## src/uadsr_defines.vh

```
/*
 * register offsets, field positions, reset values and mode codes of the
 * serial data and status register block.
 * assumes inclusion by bare name from the block's single design file.
 */
`ifndef UADSR_DEFINES_VH
`define UADSR_DEFINES_VH

// word indexes; byte address is four times the index
`define UADSR_IDX_RX_LOW      4'h0
`define UADSR_IDX_RX_HIGH     4'h1
`define UADSR_IDX_TX_LOW      4'h2
`define UADSR_IDX_TX_NINTH    4'h3
`define UADSR_IDX_FLAGS       4'h4
`define UADSR_IDX_IRQ_CTRL    4'h5
`define UADSR_IDX_MODE_CTRL   4'h6
`define UADSR_IDX_FRAME_CTRL  4'h7

// serial_flags bit positions
`define UADSR_F_RXC           7
`define UADSR_F_TXC           6
`define UADSR_F_DRE           5
`define UADSR_F_RXS           4
`define UADSR_F_ISF           3
`define UADSR_F_BDF           1
`define UADSR_F_WFB           0

// interrupt_enable_control bit positions
`define UADSR_E_RXC           7
`define UADSR_E_TXC           6
`define UADSR_E_DRE           5
`define UADSR_E_RXS           4
`define UADSR_E_ABE           2

// mode control fields
`define UADSR_M_RXEN          7
`define UADSR_M_TXEN          6
`define UADSR_M_SFDEN         4

// receiver mode codes
`define UADSR_RXM_NORMAL      2'h0
`define UADSR_RXM_DOUBLE      2'h1
`define UADSR_RXM_GENERIC_AUTOBAUD_MODE     2'h2
`define UADSR_RXM_LIN_AUTOBAUD_MODE     2'h3

// character size codes
`define UADSR_CS_5BIT         3'h0
`define UADSR_CS_6BIT         3'h1
`define UADSR_CS_7BIT         3'h2
`define UADSR_CS_8BIT         3'h3
`define UADSR_CS_NINE_BIT_SIZE_LOW     3'h6
`define UADSR_CS_NINE_BIT_SIZE_HIGH    3'h7
`define UADSR_CMODE_MSPI      2'h3

`define UADSR_FRAME_RESET     8'h03
`define UADSR_ZERO8           8'h00
`define UADSR_BREAK_BITS      4'hB
`define UADSR_LIN_SYNC        8'h55

`endif

```

## src/uadsr_regs.v

```verilog
/*
 * register side of the serial transceiver: two-entry receive fifo with
 * per-character flags, transmit holding buffer, status flags, interrupt
 * enables and mode bytes, on an avalon-mm slave with waitrequest.
 * assumes the frame engine delivers received characters as one-cycle
 * strobes with their stop/parity/ninth-bit status and raises events for
 * start, break, sync and shifter completion; inputs are synchronous to clk.
 */
// Design decision made here: the Avalon-MM register port.
`include "uadsr_defines.vh"

module uadsr_regs (
   input  wire        clk,
   input  wire        sys_rst,
   input  wire [5:0]  avs_address,
   input  wire        avs_read,
   input  wire        avs_write,
   input  wire [31:0] avs_writedata,
   input  wire [3:0]  avs_byteenable,
   output reg  [31:0] avs_readdata,
   output reg         avs_waitrequest,
   input  wire        rx_char_valid,
   input  wire [8:0]  rx_char_data,
   input  wire        rx_char_stop_bit,
   input  wire        rx_char_parity_bad,
   input  wire        rx_char_is_response,
   input  wire        rx_shifter_full,
   input  wire        rx_start_bit,
   input  wire        rx_start_edge_standby,
   input  wire        rx_break_sync_ok,
   input  wire        rx_sync_bad,
   input  wire        rxd_low_high_edge,
   input  wire        tx_shifter_empty,
   input  wire        tx_frame_done,
   input  wire        txc_vector_ack,
   output reg         tx_load,
   output reg  [8:0]  tx_load_data,
   output reg         autobaud_reset,
   output reg         await_break_arm,
   output reg         rxc_irq,
   output reg         dre_irq,
   output reg         txc_irq,
   output reg  [7:0]  mode_control,
   output reg  [7:0]  frame_control,
   output reg  [7:0]  interrupt_enable_control
);

   // receive fifo: entry holds stop error, parity fault, ninth bit, data
   reg  [11:0] receive_fifo [0:1];
   reg  [1:0]  rx_count;
   reg         overflow_flag;
   reg  [7:0]  transmit_holding_buffer;
   reg         transmit_ninth_bit;
   reg         tx_buffer_empty_flag;
   reg         send_done_flag;
   reg         start_seen_flag;
   reg         bad_sync_flag;
   reg         break_seen_flag;
   reg         wr_cycle;
   reg  [7:0]  rd_byte;
   reg  [11:0] next_entry;
   reg  [7:0]  masked_data;

   wire [1:0] lin_mode_bits = mode_control[2:1];
   wire       lin_mode      = (lin_mode_bits == `UADSR_RXM_LIN_AUTOBAUD_MODE);
   wire       auto_mode     = lin_mode_bits[1];
   wire       mspi_mode     = (frame_control[7:6] == `UADSR_CMODE_MSPI);
   wire       parity_on     = frame_control[5];
   wire [3:0] idx           = avs_address[5:2];
   wire       acc_go        = (avs_read | avs_write) & avs_waitrequest & ~wr_cycle;
   wire       wr_go         = acc_go & avs_write & avs_byteenable[0];
   wire       rd_go         = acc_go & avs_read;
   wire [7:0] wbyte         = avs_writedata[7:0];
   wire       rx_pop        = rd_go & (idx == `UADSR_IDX_RX_LOW) & (rx_count != 2'd0);
   wire       rx_push       = rx_char_valid & mode_control[`UADSR_M_RXEN];
   wire       tx_move       = ~tx_buffer_empty_flag & tx_shifter_empty
                              & mode_control[`UADSR_M_TXEN];
   wire       wr_flags      = wr_go & (idx == `UADSR_IDX_FLAGS);

   // clears upper data bits above the character size
   function [7:0] size_mask;
      input [2:0] cs;
      begin
         case (cs)
            `UADSR_CS_5BIT: size_mask = 8'h1F;
            `UADSR_CS_6BIT: size_mask = 8'h3F;
            `UADSR_CS_7BIT: size_mask = 8'h7F;
            default:        size_mask = 8'hFF;
         endcase
      end
   endfunction

   // builds the buffered entry from the frame engine's status
   always @* begin
      masked_data = rx_char_data[7:0] & size_mask(frame_control[2:0]);
      next_entry  = {1'b0,
                     ~rx_char_stop_bit & ~mspi_mode,
                     rx_char_parity_bad & (parity_on | lin_mode) & ~mspi_mode,
                     lin_mode ? rx_char_is_response
                              : (rx_char_data[8] & frame_control[2]),
                     masked_data};
   end

   // receive fifo; head always in slot 0
   always @(posedge clk) begin
      if (sys_rst || !mode_control[`UADSR_M_RXEN]) begin
         rx_count        <= 2'd0;
         receive_fifo[0] <= 12'h000;
         receive_fifo[1] <= 12'h000;
         overflow_flag   <= 1'b0;
      end else begin
         if (rx_pop) begin
            receive_fifo[0] <= (rx_push && rx_count == 2'd1) ? next_entry : receive_fifo[1];
            if (rx_push && rx_count == 2'd2)
               receive_fifo[1] <= next_entry;
            rx_count      <= rx_push ? rx_count : rx_count - 2'd1;
            overflow_flag <= 1'b0;
         end else if (rx_push && rx_count != 2'd2) begin
            receive_fifo[rx_count[0]] <= next_entry;
            rx_count <= rx_count + 2'd1;
         end
         if (rx_count == 2'd2 && rx_shifter_full && rx_start_bit && !mspi_mode)
            overflow_flag <= 1'b1;
      end
   end

   // transmit buffer and status flags
   always @(posedge clk) begin
      if (sys_rst) begin
         transmit_holding_buffer  <= `UADSR_ZERO8;
         transmit_ninth_bit       <= 1'b0;
         tx_buffer_empty_flag     <= 1'b1;
         send_done_flag           <= 1'b0;
         start_seen_flag          <= 1'b0;
         bad_sync_flag            <= 1'b0;
         break_seen_flag          <= 1'b0;
         tx_load                  <= 1'b0;
         tx_load_data             <= 9'h000;
         autobaud_reset           <= 1'b0;
         await_break_arm          <= 1'b0;
         mode_control             <= `UADSR_ZERO8;
         frame_control            <= `UADSR_FRAME_RESET;
         interrupt_enable_control <= `UADSR_ZERO8;
      end else begin
         tx_load         <= tx_move;
         autobaud_reset  <= wr_flags & wbyte[`UADSR_F_ISF];
         await_break_arm <= wr_flags & wbyte[`UADSR_F_WFB];
         if (tx_move) begin
            tx_load_data         <= {transmit_ninth_bit,
                                     transmit_holding_buffer & size_mask(frame_control[2:0])};
            tx_buffer_empty_flag <= 1'b1;
         end
         if (wr_go && idx == `UADSR_IDX_TX_LOW && tx_buffer_empty_flag) begin
            transmit_holding_buffer <= wbyte;
            tx_buffer_empty_flag    <= 1'b0;
         end
         if (wr_go && idx == `UADSR_IDX_TX_NINTH)
            transmit_ninth_bit <= wbyte[0];
         if (wr_go && idx == `UADSR_IDX_IRQ_CTRL)
            interrupt_enable_control <= wbyte;
         if (wr_go && idx == `UADSR_IDX_MODE_CTRL)
            mode_control <= wbyte & 8'hDF;
         if (wr_go && idx == `UADSR_IDX_FRAME_CTRL)
            frame_control <= wbyte;
         // set wins over clear for every flag below
         if ((wr_flags && wbyte[`UADSR_F_TXC]) || txc_vector_ack)
            send_done_flag <= 1'b0;
         if (tx_frame_done && tx_buffer_empty_flag && !tx_move)
            send_done_flag <= 1'b1;
         if (wr_flags && wbyte[`UADSR_F_RXS])
            start_seen_flag <= 1'b0;
         if (rx_start_edge_standby && mode_control[`UADSR_M_SFDEN] && !mspi_mode)
            start_seen_flag <= 1'b1;
         if (wr_flags && wbyte[`UADSR_F_ISF])
            bad_sync_flag <= 1'b0;
         if (rx_sync_bad && auto_mode)
            bad_sync_flag <= 1'b1;
         if ((wr_flags && wbyte[`UADSR_F_BDF]) || rx_push)
            break_seen_flag <= 1'b0;
         if (rx_break_sync_ok && auto_mode)
            break_seen_flag <= 1'b1;
      end
   end

   // read mux
   always @* begin
      case (idx)
         `UADSR_IDX_RX_LOW:     rd_byte = receive_fifo[0][7:0];
         `UADSR_IDX_RX_HIGH:    rd_byte = {rx_count != 2'd0, overflow_flag, 3'b000,
                                           receive_fifo[0][10] & (rx_count != 2'd0),
                                           receive_fifo[0][9] & (rx_count != 2'd0)
                                              & (parity_on | lin_mode),
                                           receive_fifo[0][8] & (rx_count != 2'd0)};
         `UADSR_IDX_TX_LOW:     rd_byte = transmit_holding_buffer;
         `UADSR_IDX_TX_NINTH:   rd_byte = {7'h00, transmit_ninth_bit};
         `UADSR_IDX_FLAGS:      rd_byte = {rx_count != 2'd0, send_done_flag,
                                           tx_buffer_empty_flag,
                                           start_seen_flag & mode_control[`UADSR_M_SFDEN],
                                           bad_sync_flag, 1'b0, break_seen_flag, 1'b0};
         `UADSR_IDX_IRQ_CTRL:   rd_byte = interrupt_enable_control;
         `UADSR_IDX_MODE_CTRL:  rd_byte = mode_control;
         `UADSR_IDX_FRAME_CTRL: rd_byte = frame_control;
         default:               rd_byte = `UADSR_ZERO8;
      endcase
   end

   // bus handshake: one wait cycle, then answer with waitrequest low
   always @(posedge clk) begin
      if (sys_rst) begin
         avs_waitrequest <= 1'b1;
         avs_readdata    <= 32'h0000_0000;
         wr_cycle        <= 1'b0;
      end else begin
         wr_cycle        <= acc_go;
         avs_waitrequest <= ~acc_go;
         if (rd_go)
            avs_readdata <= {24'h00_0000, rd_byte};
      end
   end

   // interrupt requests follow flag and enable
   always @(posedge clk) begin
      if (sys_rst) begin
         rxc_irq <= 1'b0;
         dre_irq <= 1'b0;
         txc_irq <= 1'b0;
      end else begin
         rxc_irq <= ((rx_count != 2'd0) & interrupt_enable_control[`UADSR_E_RXC])
                  | (start_seen_flag & mode_control[`UADSR_M_SFDEN]
                     & interrupt_enable_control[`UADSR_E_RXS])
                  | (bad_sync_flag & interrupt_enable_control[`UADSR_E_ABE]);
         dre_irq <= tx_buffer_empty_flag & interrupt_enable_control[`UADSR_E_DRE];
         txc_irq <= send_done_flag & interrupt_enable_control[`UADSR_E_TXC];
      end
   end

endmodule // uadsr_regs

```

## config.mk

```make
export PLATFORM = sky130hd
export DESIGN_NAME = uadsr_regs
export DESIGN_NICKNAME = d
export VERILOG_FILES = /design/src/uadsr_regs.v
export VERILOG_INCLUDE_DIRS = /design/src /design/src/src
export SDC_FILE = /design/constraint.sdc
export NUM_CORES = 1
export LEC_CHECK = 0
export BUFFER_PORTS_ARGS = -buffer_cell sky130_fd_sc_hd__clkbuf_2
export CORE_MARGIN = 4
export CORE_UTILIZATION = 40
export CTS_CLUSTER_SIZE = 28
export DETAILED_ROUTE_END_ITERATION = 10
export PLACE_DENSITY_LB_ADDON = 0.12
export SLEW_MARGIN = 0
export SYNTH_ARGS = -nofsm -noshare
export SYNTH_HDL_FRONTEND = slang
export SYNTH_SLANG_ARGS = --single-unit
```

## constraint.sdc

```tcl
create_clock -name clk -period 7.7 [get_ports clk]
set_clock_uncertainty 0.05 [all_clocks]
set_input_delay 0.385 -clock clk [delete_from_list [all_inputs] [get_ports clk]]
set_output_delay 0.385 -clock clk [all_outputs]
set_load 0.01 [all_outputs]
```

==> impl_results.md, run 1 <==
- Crit path buffers/inverters: 0
- Hold path depth: 2
- Worst path depth: 4
- First-pass GRT wire length: 18200 um
- H-tree Lvls: 3
- Worst EP arrival: 2.31 ns
- Final net count: 568
- Fin util: 0.471
- Relative slew slack: 0.505
- Clk sinks: 87
- Final slew viol count: 0
- Area of the core: 10300 um2
- Post-synth top area share: 0.308
- GR Overflow Total: 0
- Clk pin slew, worst setup/hold paths: 0.09 ns
- Setup TNS: 0 ns
- CTS Buf Count: 9
- Most frequent cells after synthesis: dfxtp_1, nor2_1, mux2i_1
- IO buf count: 84
- Fraction of layout cells with a size suffix above 1: 0.253
- Status: finished, final reports clean
- Crit path required time: 7.60 ns
- Most numerous cell in the Yosys netlist: dfxtp_1
- Placed instance count: 622
- Initial core utilization: 0.411
- CTS Hold Bufs: 0
- Synth cell types: 67
- Crit Path Max Fanout: 18
- Final setup fails: 0
- Peak per-stage delay on the critical path: 0.62 ns
- WL/cell: 17.8 um
- Max Clock Freq: 415 MHz
- Maxcap violations: 0
- Number of fill cells in the layout: 1031
- GRT Total Usage: 0.187
- Cell taking the most area after synthesis: dfxtp_1
- CTS tree: yes
- Setup CP Type: flop to flop
- Clk_lat worst skew: 0.36 ns
- GP Congestion: 0.841
- Post-CTS sizing: 0
- Crit end category: flop
- Avg Inst Size Synth: 10.1 um2
- Synth area leaders: dfxtp_1, edfxtp_1, mux2i_1, buf_4, nor2_1
- Worst setup margin: 5.29 ns
- RSZ-0062 raised after global routing: false
- # IOs: 140
- Flops & latches, synth: 87
- Worst hold path class: input pin to flop
- Pre-CTS setup slack: 5.11 ns
- Worst reg2reg path depth: 4
- Primary FF master, synth: dfxtp_1
- CTS max path bufs: 2
- Postcts setup bufs: 0
- Leakage: 1.93 nW
- Row count: 37
- Non-Filler Instances: 638
- Yosys synthesis warning count: 0
- Antenna violations before repair: 0
- EDFF count, synth: 22
- Routed Antenna Nets: 0
- Hold Fails Final Rpt: 0
- PD cells: 176 nW/um2
- Clock root cell: clkbuf_8
- Fraction of registers with async set/reset: 0
- DR vias: 3321
- DIE HEIGHT: 111 um
- Vias in the first global route: 3238
- Ant diodes: 0
- Total Die Area: 12300 um2
- Crit path time final: 2.41 ns
- Fin crit share: 0.313
- Post-Syn Instances: 418
- Synth Cell Area: 4220 um2
- VDD IR max: 0.108 mV
- Die Wd: 111 um
- Area growth from synthesis to layout: 14.8%
- Final HPWL DP: 8350 um
- Detailed router's first-iteration violation count: 142
- Via/cell ratio: 5.21
- Startpoint type of the worst setup path: flop
- Slowest cell on the critical path: and3b_1
- Crit-path cells: and3b_1 > a31oi_2 > nand2_1 > nand3_1
- Drc violations: 0
- Sequential element share of the synthesized area: 0.465
- Worst-Margin Slew: 0.740 ns
- Final wirelength: 11400 um
- Largest net degree at the start of global routing: 55
- CP top delay family: simple AND/OR/NAND/NOR gates
- DR pass1 iterations: 4
[sequential cells by signal, summed over array words and instances, names as in the netlist, 2 cells and up]
name,cells
avs_readdata,8
transmit_holding_buffer,8
interrupt_enable_control,8
rx_count,2
mode_control,7
tx_load_data,9
frame_control,8
receive_fifo,22
[area by class of cell]
class,count,area (um2),share of cell area
Timing Repair Buffer,87,443,0.0914
Sequential cell,87,1960,0.405
Multi-Input combinational cell,300,2030,0.420
Inverter,12,45.0,0.00930
Tap cell,136,170,0.0351
Clock buffer,9,124,0.0256
Clock inverter,7,67.6,0.0139
[cell families after synthesis]
family	after synthesis	share of synthesized area
AO/OA/AOI/OAI	82	0.139
buffers and inverters	55	0.0759
flip-flops	87	0.465
AND/OR/NAND/NOR	140	0.180
multiplexers	50	0.131
adder cells (fa/ha/maj)	3	0.00890
other	1	0.000889
[power breakdown]
part / leakage [nW] / internal [mW] / switching [mW] / total [mW]
clock network: 0.0941 / 0.125 / 0.184 / 0.309
logic: 1.04 / 0.0221 / 0.0455 / 0.0675
registers: 0.797 / 0.471 / 0.00435 / 0.475
total: 1.93 / 0.618 / 0.234 / 0.852
[per-stage QoR]
stage / cell area [um2] / power (mW) / hold WS (ns)
4_1_cts: 4840 / 0.859 / 0.194
2_1_floorplan: 4310 / 0.536 / 0.381
5_1_grt: 4840 / 0.887 / 0.199
3_3_place_gp: 4650 / 0.553 / 0.393
3_5_place_dp: 4650 / 0.553 / 0.398
6_report: 4840 / 0.852 / 0.207
[layout by cell type (no fill, tap or decap), types with 2 or more instances in the layout]
| cell type | n |
|---|---|
| edfxtp_1 | 22 |
| nor2b_1 | 3 |
| nor3_4 | 3 |
| a31oi_1 | 4 |
| mux2i_1 | 45 |
| inv_8 | 2 |
| nand2_1 | 32 |
| a211oi_1 | 2 |
| nor4_1 | 2 |
| inv_1 | 11 |
| conb_1 | 25 |
| clkbuf_2 | 84 |
| dfxtp_1 | 65 |
| clkbuf_8 | 9 |
| mux4_2 | 4 |
| nor3_1 | 6 |
| a311oi_1 | 3 |
| nand4_1 | 3 |
| o21ai_0 | 12 |
| a21o_1 | 4 |
| buf_4 | 3 |
| o211ai_1 | 2 |
| a22o_1 | 6 |
| nand2b_1 | 5 |
| o41ai_1 | 2 |
| and2_1 | 7 |
| nand3b_1 | 3 |
| nand3_1 | 10 |
| o31ai_1 | 2 |
| nor3_2 | 2 |
| and3_1 | 6 |
| o22ai_1 | 3 |
| ha_1 | 3 |
| nor2_1 | 46 |
| a21oi_1 | 24 |
[path summary, 6_finish.rpt]
check                        from                  to  slack, ns
setup / recovery  avs_waitrequest  receive_fifo[0][8]       5.29
hold / removal      tx_frame_done      send_done_flag       0.21
setup reg to reg  avs_waitrequest  receive_fifo[0][8]       5.29
hold reg to reg   avs_readdata[6]     avs_readdata[6]       0.41
[routing by layer]
layer,global-route usage,up-vias,part of all wire
li1,-,1618,-
met1,0.270,1585,0.46
met3,0.0480,10,0.067
met5,0,-,0
met2,0.287,108,0.46
met4,0.0337,0,0.012
Power figures use the tool's default switching activity.
==> run 2, diff against run 1 <==
clock period = 1.97 ns   (was 7.7 ns; I/O delays follow)
==> impl_results.md, run 2 (synthesis results as in run 1) <==
- Status: finished, final reports clean
- Final setup fails: 0 (unchanged)
- Startpoint type of the worst setup path: flop
- Relative slew slack: 0.629 (+0.124)
- Via/cell ratio: 5.21 (+0.11%)
- Clock root cell: clkbuf_8
- DIE HEIGHT: 111 um (unchanged)
- Routed Antenna Nets: 0 (unchanged)
- Final slew viol count: 0 (unchanged)
- Row count: 37 (unchanged)
- H-tree Lvls: 3 (unchanged)
- Final HPWL DP: 8780 um (+5.2%)
- Detailed router's first-iteration violation count: 183 (+29%)
- GP Congestion: 0.838 (-0.36%)
- Die Wd: 111 um (unchanged)
- Setup TNS: 0 ns (unchanged)
- Drc violations: 0 (unchanged)
- Worst EP arrival: 2.10 ns (-0.21 ns)
- GR Overflow Total: 0 (unchanged)
- Vias in the first global route: 3487 (+7.7%)
- # IOs: 140 (unchanged)
- Total Die Area: 12300 um2 (unchanged)
- CTS tree: yes
- Most common cell after layout, fill and taps aside: clkbuf_2
- Max reg flops: 22 (unchanged)
- Crit end category: flop
- Leakage: 2.16 nW (+12%)
- Maxcap violations: 0 (unchanged)
- Area of the core: 10300 um2 (unchanged)
- GRT Total Usage: 0.197 (+0.00953)
- Max Clock Freq: 529 MHz (+27%)
- Largest net degree at the start of global routing: 53 (-3.6%)
- Area growth from synthesis to layout: 25.8%
- Total power: 3.48 mW (+310%)
- Initial core utilization: 0.411 (unchanged)
- Crit Path Max Fanout: 3 (-15)
- Antenna violations before repair: 0 (unchanged)
- Clk_lat worst skew: 0.36 ns (about the same)
- Fin crit share: 0.960 (+0.647)
- Fin util: 0.517 (+0.0452)
- Worst-Margin Slew: 0.557 ns (-0.184 ns)
- Biggest regs: receive_fifo: 22 flops, tx_load_data: 9 flops
- Crit path required time: 2.18 ns (-5.42 ns)
- Pre-CTS setup slack: -0.0119 ns (-5.12 ns)
- Top reg by flops: receive_fifo
- Setup CP Type: flop to flop
- Most frequent cells in the layout: clkbuf_2, dfxtp_1, nor2_1
- VDD IR max: 0.425 mV (+290%)
- Ant diodes: 0 (unchanged)
- CTS max path bufs: 2 (unchanged)
- WL/cell: 17.5 um (-1.6%)
- Final wirelength: 12000 um (+5.3%)
- DR pass1 iterations: 5 (+1)
- CTS Buf Count: 9 (unchanged)
- DR vias: 3559 (+7.2%)
- Crit path time final: 1.89 ns (-0.517 ns)
- Worst setup margin: 0.0789 ns (-5.21 ns)
- Hold Fails Final Rpt: 0 (unchanged)
- Number of fill cells in the layout: 1013 (-1.7%)
- IO buf count: 84 (unchanged)
- PD cells: 656 nW/um2 (+270%)
- Fraction of layout cells with a size suffix above 1: 0.293 (+0.0395)
- First-pass GRT wire length: 19200 um (+5.8%)
- Hold slack: 0.0154 ns (-0.192 ns)
- Worst hold path class: input pin to flop
- Clk pin slew, worst setup/hold paths: 0.11 ns (+0.02 ns)
- Clk sinks: 87 (unchanged)
- Final net count: 613 (+7.9%)
-- run 2: cell type report --
type / instances / area (um2) / share of cell area
Inverter: 12 / 45.0 / 0.00848
Timing Repair Buffer: 131 / 835 / 0.157
Sequential cell: 87 / 1960 / 0.370
Multi-Input combinational cell: 301 / 2090 / 0.394
Clock inverter: 7 / 77.6 / 0.0146
Clock buffer: 9 / 124 / 0.0233
Tap cell: 136 / 170 / 0.0321
-- run 2: through the flow --
stage / cells / cell area, um2
after detailed placement: 645 / 4850
after global placement: 645 / 4850
final: 683 / 5310
after floorplan: 442 / 4320
after CTS: 679 / 5250
after global routing: 683 / 5310
-- run 2: repair_timing --
action / 4_1_cts / 5_1_grt
gates cloned: 0 / 1
pin swaps: 2 / 4
hold buffers: 18 / 0
setup buffers: 0 / 3
setup endpoints to repair: 30 / 40
endpoints found under the hold margin: 26 / 0
resized for setup: 2 / 8
-- run 2: critical path, stage by stage, from the launching register on --
cell,delay (ns)
dfxtp_2,0.37
inv_1,0.06
ha_2,0.20
or3_4,0.36
nor4_4,0.33
nor2_1,0.07
o311a_1,0.34
-- run 2: metal layers --
metal | routed length [um] | GRT usage | up-vias
met5 | 0 | 0 | -
met4 | 125 | 0.0419 | 0
met3 | 731 | 0.0453 | 9
met2 | 5620 | 0.311 | 121
met1 | 5480 | 0.276 | 1718
li1 | - | - | 1711
-- run 2: worst paths after layout --
path,cells past startpoint,from,slack (ns),end
max reg2reg,6,rx_count[1],0.08,rx_count[1]
max,6,rx_count[1],0.08,rx_count[1]
min reg2reg,2,avs_readdata[6],0.41,avs_readdata[6]
min,3,avs_write,0.02,wr_cycle
-- run 2: power by group --
group	switching (mW)	internal, mW
registers	0.0141	1.84
logic	0.193	0.122
clock network	0.710	0.603
